<file path="config.mk">
export PLATFORM = sky130hd
export DESIGN_NAME = tac_control
export DESIGN_NICKNAME = d
export VERILOG_FILES = /design/src/tac_pkg.sv /design/src/tac_mem_if.sv /design/src/tac_result_mem.sv /design/src/tac_control.sv
export VERILOG_INCLUDE_DIRS = /design/src
export SDC_FILE = /design/constraint.sdc
export NUM_CORES = 1
export LEC_CHECK = 0
export BUFFER_PORTS_ARGS = -buffer_cell sky130_fd_sc_hd__clkbuf_2
export CAP_MARGIN = 20
export CELL_PAD_IN_SITES_DETAIL_PLACEMENT = 1
export CELL_PAD_IN_SITES_GLOBAL_PLACEMENT = 2
export CORE_ASPECT_RATIO = 0.7
export CORE_UTILIZATION = 40
export DETAILED_ROUTE_END_ITERATION = 10
export PLACE_DENSITY = 0.76
export SLEW_MARGIN = 20
export SYNTH_ARGS = -nofsm -noshare
export SYNTH_HDL_FRONTEND = slang
export SYNTH_HIERARCHICAL = 1
export SYNTH_SLANG_ARGS = --single-unit
</file>
<file path="constraint.sdc">
create_clock -name mclk -period 6.57 [get_ports mclk]
set_clock_uncertainty 0.1 [all_clocks]
set_input_delay 0.9855 -clock mclk [delete_from_list [all_inputs] [get_ports mclk]]
set_output_delay 0.9855 -clock mclk [all_outputs]
set_load 0.02 [all_outputs]
</file>
<file path="src/tac_consts.svh">
// constants for the touch converter control block: offsets, fields, resets, timing
// assumed included by bare name from the control module
`ifndef TAC_CONSTS_SVH
`define TAC_CONSTS_SVH

`define TAC_CTRL_OFFSET 8'h00
`define TAC_CTRL_RESET 16'h0000

`define TAC_BIT_PEN 15
`define TAC_BIT_STS 14
`define TAC_FUNC_HI 13
`define TAC_FUNC_LO 10
`define TAC_RES_HI 9
`define TAC_RES_LO 8
`define TAC_AVG_HI 7
`define TAC_AVG_LO 6
`define TAC_CLK_HI 5
`define TAC_CLK_LO 4
`define TAC_SET_HI 3
`define TAC_SET_LO 1

`define TAC_FUNC_NONE 4'h0
`define TAC_FUNC_XY 4'h1
`define TAC_FUNC_XYZ 4'h2
`define TAC_FUNC_DRV_X 4'hd
`define TAC_FUNC_DRV_Y 4'he
`define TAC_FUNC_DRV_YX 4'hf

`define TAC_RES_8 2'h1
`define TAC_RES_10 2'h2

`define TAC_CLK_MHZ 100
`define TAC_SETTLE1_US 100
`define TAC_SETTLE2_US 500
`define TAC_SETTLE3_US 1000
`define TAC_SETTLE4_US 5000
`define TAC_SETTLE5_US 10000
`define TAC_SETTLE6_US 50000
`define TAC_SETTLE7_US 100000

`define TAC_SLOT_X 4'h0
`define TAC_SLOT_Y 4'h1
`define TAC_SLOT_Z1 4'h2
`define TAC_SLOT_BAT1 4'h4
`define TAC_SLOT_BAT2 4'h5
`define TAC_SLOT_AUX1 4'h6
`define TAC_SLOT_AUX2 4'h7
`define TAC_SLOT_TEMP1 4'h8
`define TAC_SLOT_TEMP2 4'h9

`endif

</file>
<file path="src/tac_pkg.sv">
// types shared by the touch converter control files
// assumes nothing beyond a SystemVerilog compiler
package tac_pkg;
  typedef enum logic [2:0] {
    TAC_IDLE = 3'b000,
    TAC_SETTLE = 3'b001,
    TAC_SAMPLE = 3'b010,
    TAC_WAIT = 3'b011,
    TAC_STORE = 3'b100
  } tac_state_e;
  typedef logic [3:0] tac_slot_t;
  typedef logic [15:0] tac_word_t;
endpackage

</file>
<file path="src/tac_mem_if.sv">
// carrier between the control logic and its result memory
// assumes one clock shared by both ends
`timescale 1ns/10ps
`default_nettype none
interface tac_mem_if;
  logic wrEn;
  tac_pkg::tac_slot_t wrAddr;
  tac_pkg::tac_word_t wrData;
  tac_pkg::tac_slot_t rdAddr;
  tac_pkg::tac_word_t rdData;
  modport ctrl (output wrEn, output wrAddr, output wrData, output rdAddr, input rdData);
  modport mem (input wrEn, input wrAddr, input wrData, input rdAddr, output rdData);
endinterface
`default_nettype wire

</file>
<file path="src/tac_result_mem.sv">
// page-0 result store: one word per measurement slot, registered read
// assumes synchronous active-low reset and a single clock
`timescale 1ns/10ps
`default_nettype none
module tac_result_mem #(
  parameter int DEPTH = 16
) (
  input wire logic mclk,
  input wire logic rst_n,
  tac_mem_if.mem port
);
  tac_pkg::tac_word_t store [DEPTH];
  tac_pkg::tac_word_t rdData_reg;
  tac_pkg::tac_word_t rdData_next;

  always_comb
  begin
    rdData_next = store[port.rdAddr];
  end

  always_ff @(posedge mclk)
  begin
    if (port.wrEn)
    begin
      store[port.wrAddr] <= port.wrData;
    end
    if (!rst_n)
    begin
      rdData_reg <= 16'h0000;
    end
    else
    begin
      rdData_reg <= rdData_next;
    end
  end

  assign port.rdData = rdData_reg;
endmodule
`default_nettype wire

</file>
<file path="src/tac_control.sv">
// converter control register and scan sequencer of the touch converter
// assumes the host port decodes page and address into ctrlWrite
`timescale 1ns/10ps
`default_nettype none
`include "tac_consts.svh"
module tac_control #(
  parameter int unsigned SETTLE1_CYC = `TAC_SETTLE1_US * `TAC_CLK_MHZ,
  parameter int unsigned SETTLE2_CYC = `TAC_SETTLE2_US * `TAC_CLK_MHZ,
  parameter int unsigned SETTLE3_CYC = `TAC_SETTLE3_US * `TAC_CLK_MHZ,
  parameter int unsigned SETTLE4_CYC = `TAC_SETTLE4_US * `TAC_CLK_MHZ,
  parameter int unsigned SETTLE5_CYC = `TAC_SETTLE5_US * `TAC_CLK_MHZ,
  parameter int unsigned SETTLE6_CYC = `TAC_SETTLE6_US * `TAC_CLK_MHZ,
  parameter int unsigned SETTLE7_CYC = `TAC_SETTLE7_US * `TAC_CLK_MHZ
) (
  input wire logic mclk,
  input wire logic rst_n,
  input wire logic ctrlWrite,
  input wire logic [15:0] ctrlWdata,
  output logic [15:0] ctrlRdata,
  input wire logic [3:0] resultAddr,
  output logic [15:0] resultData,
  input wire logic penDown,
  output logic adcStart,
  output logic [3:0] adcInput,
  output logic [1:0] adcClockSel,
  input wire logic adcDone,
  input wire logic [11:0] adcData,
  output logic [1:0] panelDrive,
  output logic adcPowerDown,
  output logic dataAvailable
);
  tac_mem_if memBus ();

  tac_result_mem #(.DEPTH(16)) resultMem (
    .mclk(mclk),
    .rst_n(rst_n),
    .port(memBus)
  );

  tac_pkg::tac_state_e state_reg, state_next;
  logic scanMode_reg, scanMode_next;
  logic stop_reg, stop_next;
  logic [12:0] cfg_reg, cfg_next;
  logic [3:0] wrAddr_reg, wrAddr_next;
  logic [23:0] wait_reg, wait_next;
  logic [3:0] slot_reg, slot_next;
  logic [2:0] left_reg, left_next;
  logic [4:0] samples_reg, samples_next;
  logic [15:0] acc_reg, acc_next;
  logic [15:0] rd_reg, rd_next;
  logic start_reg, start_next;
  logic [1:0] drive_reg, drive_next;
  logic wrEn_reg, wrEn_next;
  logic [15:0] wrData_reg, wrData_next;

  logic [3:0] funcSel;
  logic [1:0] resSel;
  logic [1:0] avgSel;
  logic [2:0] setSel;
  logic [3:0] firstSlot;
  logic [2:0] slotCount;
  logic [4:0] avgTotal;
  logic [23:0] settleCyc;
  logic [11:0] sample;
  logic [15:0] averaged;
  logic busy;

  assign funcSel = cfg_reg[12:9];
  assign resSel = cfg_reg[8:7];
  assign avgSel = cfg_reg[6:5];
  assign setSel = cfg_reg[2:0];
  assign busy = (state_reg != tac_pkg::TAC_IDLE);

  // slot range per function code
  always_comb
  begin
    firstSlot = `TAC_SLOT_X;
    slotCount = 3'd0;
    unique case (funcSel)
      4'h1: begin firstSlot = `TAC_SLOT_X; slotCount = 3'd2; end
      4'h2: begin firstSlot = `TAC_SLOT_X; slotCount = 3'd4; end
      4'h3: begin firstSlot = `TAC_SLOT_X; slotCount = 3'd1; end
      4'h4: begin firstSlot = `TAC_SLOT_Y; slotCount = 3'd1; end
      4'h5: begin firstSlot = `TAC_SLOT_Z1; slotCount = 3'd2; end
      4'h6: begin firstSlot = `TAC_SLOT_BAT1; slotCount = 3'd1; end
      4'h7: begin firstSlot = `TAC_SLOT_BAT2; slotCount = 3'd1; end
      4'h8: begin firstSlot = `TAC_SLOT_AUX1; slotCount = 3'd1; end
      4'h9: begin firstSlot = `TAC_SLOT_AUX2; slotCount = 3'd1; end
      4'ha: begin firstSlot = `TAC_SLOT_TEMP1; slotCount = 3'd1; end
      4'hb: begin firstSlot = `TAC_SLOT_BAT1; slotCount = 3'd4; end
      4'hc: begin firstSlot = `TAC_SLOT_TEMP2; slotCount = 3'd1; end
      default: begin firstSlot = `TAC_SLOT_X; slotCount = 3'd0; end
    endcase
  end

  always_comb
  begin
    unique case (setSel)
      3'h0: settleCyc = 24'h000000;
      3'h1: settleCyc = 24'(SETTLE1_CYC);
      3'h2: settleCyc = 24'(SETTLE2_CYC);
      3'h3: settleCyc = 24'(SETTLE3_CYC);
      3'h4: settleCyc = 24'(SETTLE4_CYC);
      3'h5: settleCyc = 24'(SETTLE5_CYC);
      3'h6: settleCyc = 24'(SETTLE6_CYC);
      3'h7: settleCyc = 24'(SETTLE7_CYC);
    endcase
    unique case (avgSel)
      2'h0: avgTotal = 5'd1;
      2'h1: avgTotal = 5'd4;
      2'h2: avgTotal = 5'd8;
      2'h3: avgTotal = 5'd16;
    endcase
    unique case (avgSel)
      2'h0: averaged = acc_reg;
      2'h1: averaged = {2'h0, acc_reg[15:2]};
      2'h2: averaged = {3'h0, acc_reg[15:3]};
      2'h3: averaged = {4'h0, acc_reg[15:4]};
    endcase
    // truncate to the selected resolution, right aligned
    unique case (resSel)
      `TAC_RES_8: sample = {4'h0, adcData[11:4]};
      `TAC_RES_10: sample = {2'h0, adcData[11:2]};
      default: sample = adcData;
    endcase
  end

  always_comb
  begin
    logic newStart;
    logic selfStart;
    logic repeatScan;
    newStart = 1'b0;
    selfStart = 1'b0;
    repeatScan = 1'b0;
    state_next = state_reg;
    scanMode_next = scanMode_reg;
    stop_next = stop_reg;
    cfg_next = cfg_reg;
    wait_next = wait_reg;
    slot_next = slot_reg;
    left_next = left_reg;
    samples_next = samples_reg;
    acc_next = acc_reg;
    start_next = 1'b0;
    drive_next = drive_reg;
    wrEn_next = 1'b0;
    wrData_next = wrData_reg;
    if (ctrlWrite)
    begin
      scanMode_next = ctrlWdata[`TAC_BIT_PEN];
      stop_next = ctrlWdata[`TAC_BIT_STS];
      cfg_next = ctrlWdata[`TAC_FUNC_HI:`TAC_SET_LO];
      // a stop in the same write suppresses the start
      newStart = !ctrlWdata[`TAC_BIT_STS] && !ctrlWdata[`TAC_BIT_PEN];
    end
    selfStart = scanMode_reg && !stop_reg && penDown && !ctrlWrite;
    repeatScan = !stop_reg && penDown &&
      (funcSel == `TAC_FUNC_XY || funcSel == `TAC_FUNC_XYZ);
    unique case (state_reg)
      tac_pkg::TAC_IDLE:
      begin
        if (newStart || selfStart)
        begin
          if (ctrlWrite)
          begin
            slot_next = 4'h0;
            left_next = 3'd0;
          end
          state_next = tac_pkg::TAC_IDLE;
        end
      end
      tac_pkg::TAC_SETTLE:
      begin
        if (wait_reg == 24'h000000)
        begin
          state_next = tac_pkg::TAC_SAMPLE;
        end
        else
        begin
          wait_next = wait_reg - 24'h000001;
        end
      end
      tac_pkg::TAC_SAMPLE:
      begin
        start_next = 1'b1;
        state_next = tac_pkg::TAC_WAIT;
      end
      tac_pkg::TAC_WAIT:
      begin
        if (adcDone)
        begin
          acc_next = acc_reg + {4'h0, sample};
          samples_next = samples_reg + 5'd1;
          // stay busy through every averaged sample
          if (samples_reg + 5'd1 == avgTotal)
          begin
            state_next = tac_pkg::TAC_STORE;
          end
          else
          begin
            state_next = tac_pkg::TAC_SAMPLE;
          end
        end
      end
      tac_pkg::TAC_STORE:
      begin
        wrEn_next = 1'b1;
        wrData_next = averaged;
        acc_next = 16'h0000;
        samples_next = 5'd0;
        if (left_reg > 3'd1)
        begin
          left_next = left_reg - 3'd1;
          slot_next = slot_reg + 4'h1;
          state_next = tac_pkg::TAC_SETTLE;
          wait_next = settleCyc;
        end
        else if (repeatScan)
        begin
          left_next = slotCount;
          slot_next = firstSlot;
          state_next = tac_pkg::TAC_SETTLE;
          wait_next = settleCyc;
        end
        else
        begin
          left_next = 3'd0;
          state_next = tac_pkg::TAC_IDLE;
        end
      end
      default: state_next = tac_pkg::TAC_IDLE;
    endcase
    // take a freshly written setup on a start from idle; a pen self-start launches here with the held setup
    if (state_reg == tac_pkg::TAC_IDLE && (newStart || selfStart))
    begin
      if (ctrlWrite)
      begin
        cfg_next = ctrlWdata[`TAC_FUNC_HI:`TAC_SET_LO];
      end
    end
    if (state_reg == tac_pkg::TAC_IDLE && selfStart && slotCount != 3'd0)
    begin
      left_next = slotCount;
      slot_next = firstSlot;
      wait_next = settleCyc;
      state_next = tac_pkg::TAC_SETTLE;
    end
    // panel drivers for touch slots and for driver-only codes
    if (state_next != tac_pkg::TAC_IDLE)
    begin
      drive_next = (slot_next == `TAC_SLOT_X) ? 2'h1 :
        (slot_next == `TAC_SLOT_Y) ? 2'h2 : (slot_next < 4'h4) ? 2'h3 : 2'h0;
    end
    else
    begin
      unique case (cfg_next[12:9])
        `TAC_FUNC_DRV_X: drive_next = 2'h1;
        `TAC_FUNC_DRV_Y: drive_next = 2'h2;
        `TAC_FUNC_DRV_YX: drive_next = 2'h3;
        default: drive_next = 2'h0;
      endcase
    end
    if (stop_next)
    begin
      state_next = tac_pkg::TAC_IDLE;
      start_next = 1'b0;
      wrEn_next = 1'b0;
      drive_next = 2'h0;
      acc_next = 16'h0000;
      samples_next = 5'd0;
    end
    // live status in bits 15 and 14, written config echoed in bits 13:1
    rd_next = {penDown, !busy, cfg_reg, 1'b0};
    // store address frozen with the slot being stored
    wrAddr_next = slot_reg;
  end

  // host write start resolved after the write lands in the config
  logic hostGo_reg, hostGo_next;
  always_comb
  begin
    hostGo_next = ctrlWrite && !ctrlWdata[`TAC_BIT_STS] && !ctrlWdata[`TAC_BIT_PEN] &&
      ctrlWdata[`TAC_FUNC_HI:`TAC_FUNC_LO] != `TAC_FUNC_NONE;
  end

  always_ff @(posedge mclk)
  begin
    if (!rst_n)
    begin
      state_reg <= tac_pkg::TAC_IDLE;
      scanMode_reg <= 1'b0;
      stop_reg <= 1'b0;
      cfg_reg <= 13'h0000;
      wrAddr_reg <= 4'h0;
      wait_reg <= 24'h000000;
      slot_reg <= 4'h0;
      left_reg <= 3'd0;
      samples_reg <= 5'd0;
      acc_reg <= 16'h0000;
      rd_reg <= 16'h4000;
      start_reg <= 1'b0;
      drive_reg <= 2'h0;
      wrEn_reg <= 1'b0;
      wrData_reg <= 16'h0000;
      hostGo_reg <= 1'b0;
    end
    else
    begin
      if (hostGo_reg && state_reg == tac_pkg::TAC_IDLE && !stop_reg && slotCount != 3'd0)
      begin
        state_reg <= tac_pkg::TAC_SETTLE;
        left_reg <= slotCount;
        slot_reg <= firstSlot;
        wait_reg <= settleCyc;
      end
      else
      begin
        state_reg <= state_next;
        left_reg <= left_next;
        slot_reg <= slot_next;
        wait_reg <= wait_next;
      end
      scanMode_reg <= scanMode_next;
      stop_reg <= stop_next;
      cfg_reg <= cfg_next;
      wrAddr_reg <= wrAddr_next;
      samples_reg <= samples_next;
      acc_reg <= acc_next;
      rd_reg <= rd_next;
      start_reg <= start_next;
      drive_reg <= drive_next;
      wrEn_reg <= wrEn_next;
      wrData_reg <= wrData_next;
      hostGo_reg <= hostGo_next;
    end
  end

  assign memBus.wrEn = wrEn_reg;
  assign memBus.wrAddr = wrAddr_reg;
  assign memBus.wrData = wrData_reg;
  assign memBus.rdAddr = resultAddr;
  assign resultData = memBus.rdData;
  assign ctrlRdata = rd_reg;
  assign adcStart = start_reg;
  assign adcInput = slot_reg;
  assign adcClockSel = cfg_reg[4:3];
  assign panelDrive = drive_reg;
  assign adcPowerDown = stop_reg;
  assign dataAvailable = rd_reg[`TAC_BIT_STS];
endmodule
`default_nettype wire

</file>
Word-level counts from Yosys, hierarchy flattened
Memories as Yosys holds them, arrays and structs flattened. A register that Yosys moved wholly into a read port is not among the register bits.
Index checks and enable logic that the tools add are counted.

cells by class
  add/sub/neg operators = 5
  $lt $le $gt $ge = 2
  equal/unequal tests = 21
  mux-type cells = 53
  bitwise gates (word level) = 1
  reduce and logical (&&, ||, !) cells = 39

operator list
  cell                                                                      number
  24-bit 2-to-1 mux                                                         5
  16-bit case mux with 4 select lines                                       1
  24-bit case mux with 2 select lines                                       1
  13-bit 2-to-1 mux                                                         3
  3-bit 2-to-1 mux                                                          12
  16-bit case mux with 2 select lines                                       1
  4-bit 2-to-1 mux                                                          7
  24-bit logical NOT                                                        1
  12-bit case mux with 2 select lines                                       1
  24-bit by 1-bit subtractor with 24-bit output (second input constant)     1
  5-bit case mux with 4 select lines                                        1
  16-bit by 12-bit adder with 16-bit output                                 1
  16-bit 2-to-1 mux                                                         1
  1-bit logical AND                                                         15
  3-bit case mux with 5 select lines                                        1
  4-bit == test (second input constant)                                     3
  4-bit nonzero test                                                        3
  1-bit 2-to-1 mux                                                          10
  5-bit case mux with 2 select lines                                        1
  3-bit nonzero test                                                        3
  4-bit by 1-bit == test with 1-bit output (second input constant)          2
  2-bit 2-to-1 mux                                                          4
  4-bit by 3-bit inequality test with 1-bit output (second input constant)  2
  4-bit case mux with 2 select lines                                        1
  29 further kinds                                                          40

word-level totals
  register bits = 111
  bits in writable memories = 256
  bits in read-only memories = 264
  bits of input ports = 37
  output and inout port bits = 43
  logic and storage cells = 142
  memories = 3

memory list
  memory            depth  width  rd ports  clocked after memory_dff  write ports  RTL line              source
  resultMem.store   16     16     1         1                         1            tac_result_mem.sv:12  tac_pkg::tac_word_t store [DEPTH];
  (name not given)  8      19     1         1                         0            tac_control.sv:98     unique case (setSel)
  (name not given)  16     7      1         1                         0            tac_control.sv:79     unique case (funcSel)

Logic depth before layout (Yosys ltp)
  word-level depth = 13
  depth in mapped cells = 15
  mapped depth without buffers = 14

By module
The synthesis kept the hierarchy.

by module, submodules not included
  module          instances  cells each  area an instance (um2)  seq. area each (um2)
  tac_result_mem  1          443         10102.2                 8007.7
  tac_control     1          804         6790.3                  2642.5

Worst setup path after synthesis
OpenSTA, ideal clock, no wires.

  path type = input to register
  start point = input ctrlWrite
  end point = register, netlist name settleCyc[8]
  setup time = 0.114 ns
  data arrival time = 2.922 ns
  required time = 6.356 ns
  slack = 3.434 ns
  stages = 8
  buffers on the path = 2
  cell sequence = clkbuf_1 > clkbuf_1 > mux2i_1 > nor2_1 > inv_1 > ha_1 > and2_1 > a21o_1

on the way
  cells in the longest elaborated chain, start to end = 6
  elaborated cells between the ends (all ways) = 9
  those cells by class = 5 x mux; 4 x reduce/logical

ends and longest elaborated chain
  item                          RTL line            source
  start: declaration            tac_control.sv:17   input wire logic ctrlWrite,
  1-bit logical NOT             tac_control.sv:157  selfStart = scanMode_reg && !stop_reg && penDown && !ctrlWrite;
  1-bit logical AND             tac_control.sv:157
  1-bit logical OR              tac_control.sv:235  if (state_reg == tac_pkg::TAC_IDLE && (newStart || selfStart))
  1-bit logical AND             tac_control.sv:235
  13-bit 2-to-1 mux *           tac_control.sv:235
  3-bit 2-to-1 mux (no line) *  --

Mark *: on every way between the ends. The rest lies on a longest branch, timed or not.
A chain may end at the register's enable or synchronous reset.

==> impl_metrics.tcl <==
set metrics [dict create \
    grt_max_degree 52 \
    grt-ovfl-total 0 \
    synth.avg_cell_area_um2 13.5 \
    setup_total_negative_slack_ns 0 \
    finalNetCount 1398 \
    critPathArrivalTime_ns 4.17 \
    synthesis.instances 1247 \
    worstSkewPairLatency_ns 0.56 \
    stdcell_area_um2 19300 \
    clkSinkCount 404 \
    critical_path_peak_fanout 22 \
    floorplan.rows 62 \
    max_freq_ghz 0.261 \
    mappedNetlistArea_um2 16900 \
    whs_ns 0.363 \
    synth-main-ff-cell "edfxtp_1" \
    run_status "complete, no violations" \
    detailed_route_drc_error_count 0 \
    slew-limit-headroom_pct 25.7 \
    antenna_cells 0 \
    io-pin-count 80 \
    clock_path_buffers 3 \
    route.detailed.vias_per_inst 5.58 \
    r2r_cells 11 \
    hold_class "reg -> reg" \
    dr.first_iter.drc_count 695 \
    grt_pass1_wl_um 65900 \
    cts_inserted_buffers 41 \
    min-delay-start "cfg_reg[1]$_SDFF_PN0_" \
    grt_setup_unrepaired "no" \
    buffer_ports.inserted 77 \
    die_y_um 174 \
    p_leak_nw 6.98 \
    route.detailed.wl_per_inst_um 22.3 \
    power_per_cell_area_nw_per_um2 290 \
    dp_worst_setup_slack_ns 2.64 \
    syn_to_final_growth_pct 14.5 \
    die-area_um2 43100 \
    final_period_minus_worst_setup_slack_ns 3.84 \
    synth.net_count 1315 \
    startpoint_type "flop" \
    antenna_found_initial 0 \
    detailroute.via_count 10600 \
    grt_pass1_vias 11100 \
    synth_enable_flop_cells 256 \
    final.setup.worst_slack_ns 2.73 \
    gpl.final_weighted_congestion 0.843 \
    worst_pin_slew_ns 1.11 \
    dp.final_hpwl_um 27300 \
    residual_antenna_violating_net_count_after_detailed_routing 0 \
    min_delay_worst_endpoint "ctrlRdata[2]$_SDFF_PN0_" \
    floorplan.initialDensity_pct 40.9 \
    finalMaxSlewViolations 0 \
    grt.total_usage_pct 20.0 \
    timing_hold_violations_final 0 \
    cts.repair.resized 0 \
    layout.cells.most_common "edfxtp_1" \
    worst_reg2reg_endpoint "acc_reg[15]$_SDFFE_PP0P_" \
    timing.critical_path.to_type "flop" \
    r2r_setup_slack_ns 2.73 \
    final_design_utilization_pct 46.8 \
    fin_crit_sh_pct 58.4 \
    path_class "reg -> reg" \
    drtPass1Iterations 6 \
    max_reg_flops 256 \
    finalSetupViolations 0 \
    post_synthesis_sequential_area_ratio_pct 63.0 \
    clock_pin_slew_reported_for_the_worst_setup_and_hold_paths_after_clock_tree_synthesis_ns 0.06 \
    synthDistinctLibCells 73 \
    worst_ep_required_time_ns 6.90 \
    clock_tree.htree_level_count 2 \
    chipWidth_um 248 \
    postCtsSetupRepairBufs 0 \
    placed_area_um2 17900 \
    drive_gt1_share_pct 21.0 \
    max_cap_violations 0 \
    detail_route.wirelength_um 42600 \
    core_outline_area_um2 41300 \
    hold_buffers 0 \
    ys_ff_latch 404 \
    power.ir.vdd_worst_mv 0.171 \
    final_cell_mix "edfxtp_1 (256), dfxtp_1 (148), nor2_1 (116)" \
    clock-root-buffer "clkbuf_16" \
    tritoncts "yes" \
    asyncSetResetFlopFracSynth_pct 0 \
    synthesis.yosys.warnings 6 \
    holdPathStages 1 \
]
-- routing by layer --
layer / GRT usage [%] / share of wire, % / vias to the layer above
li1: - / - / 4916
met1: 29.1 / 49 / 5532
met2: 32.2 / 47 / 164
met3: 2.84 / 3.3 / 37
met4: 3.32 / 1.1 / 0
met5: 0 / 0 / -
-- where the power goes --
| group | switching, mW | total, mW | internal, mW |
|---|---|---|---|
| sequential | 0.0308 | 2.74 | 2.70 |
| combinational | 0.284 | 0.461 | 0.177 |
| clock | 1.01 | 2.41 | 1.40 |
-- metrics by stage --
stage,instances,power (mW)
4_1_cts,1907,5.66
6_report,1907,5.61
2_1_floorplan,1247,3.11
3_5_place_dp,1831,3.25
3_3_place_gp,1831,3.24
5_1_grt,1907,5.80
-- cells in the mapped netlist, drive strengths merged (6+ instances only) --
master | count | share of area [%]
ha | 30 | 2.2
nor3b | 6 | 0.27
edfxtp | 256 | 46
xor2 | 8 | 0.41
nor2 | 128 | 2.8
nor3 | 36 | 1.1
inv | 22 | 0.49
or3 | 9 | 0.33
clkbuf | 41 | 0.91
and3 | 8 | 0.30
nand2 | 81 | 1.8
a21o | 9 | 0.40
buf | 24 | 0.82
xnor2 | 11 | 0.57
a21oi | 49 | 1.5
mux2 | 11 | 0.73
nand3 | 20 | 0.59
a22oi | 35 | 1.6
nor4 | 8 | 0.37
nand2b | 6 | 0.22
o21ai | 62 | 1.8
mux4 | 73 | 9.7
and2 | 28 | 1.0
a211oi | 11 | 0.49
a22o | 7 | 0.36
o31ai | 9 | 0.40
dfxtp | 148 | 18
nor2b | 7 | 0.26
mux2i | 28 | 1.7
-- area by class of cell --
type	count	area, um2
clock inverter	20	259
sequential	404	10700
inverter	22	82.6
timing repair buffer	105	598
fill	4176	22000
tap	544	681
clock buffer	56	1140
multi-input combinational	756	5920
-- worst max-delay path, stage by stage, from the launching register on --
cell	delay (ns)
dfxtp_1	0.37
inv_1	0.08
ha_1	0.64
o21ai_0	0.27
ha_1	0.33
a21o_1	0.19
a21oi_1	0.30
o21ai_0	0.17
a2111oi_0	0.73
o31a_1	0.33
or3_1	0.15
a21oi_1	0.06
-- worst max-delay path by stage --
stage	startpoint	end	slack, ns	cells after the start
5_1_grt	flop	acc_reg[13]$_SDFFE_PP0P_	2.49	11
2_1_floorplan	ctrlWrite	settleCyc[8]$_DFF_P_	3.43	8
6_report	flop	acc_reg[15]$_SDFFE_PP0P_	2.73	11
3_5_place_dp	adcData[5]	acc_reg[15]$_SDFFE_PP0P_	2.64	11
3_3_place_gp	adcData[5]	acc_reg[15]$_SDFFE_PP0P_	2.75	11
4_1_cts	flop	acc_reg[15]$_SDFFE_PP0P_	2.74	11
-- cell families after synthesis --
group	after synthesis	synth area share (%)
AO/OA/AOI/OAI	224	8.61
XOR/XNOR	19	0.985
adder cells (fa/ha/maj)	31	2.34
buffers and inverters	87	2.22
flip-flops	404	63.0
multiplexers	112	12.1
other	1	0.0222
AND/OR/NAND/NOR	369	10.7
No activity file was read; power rests on OpenSTA's default activity.
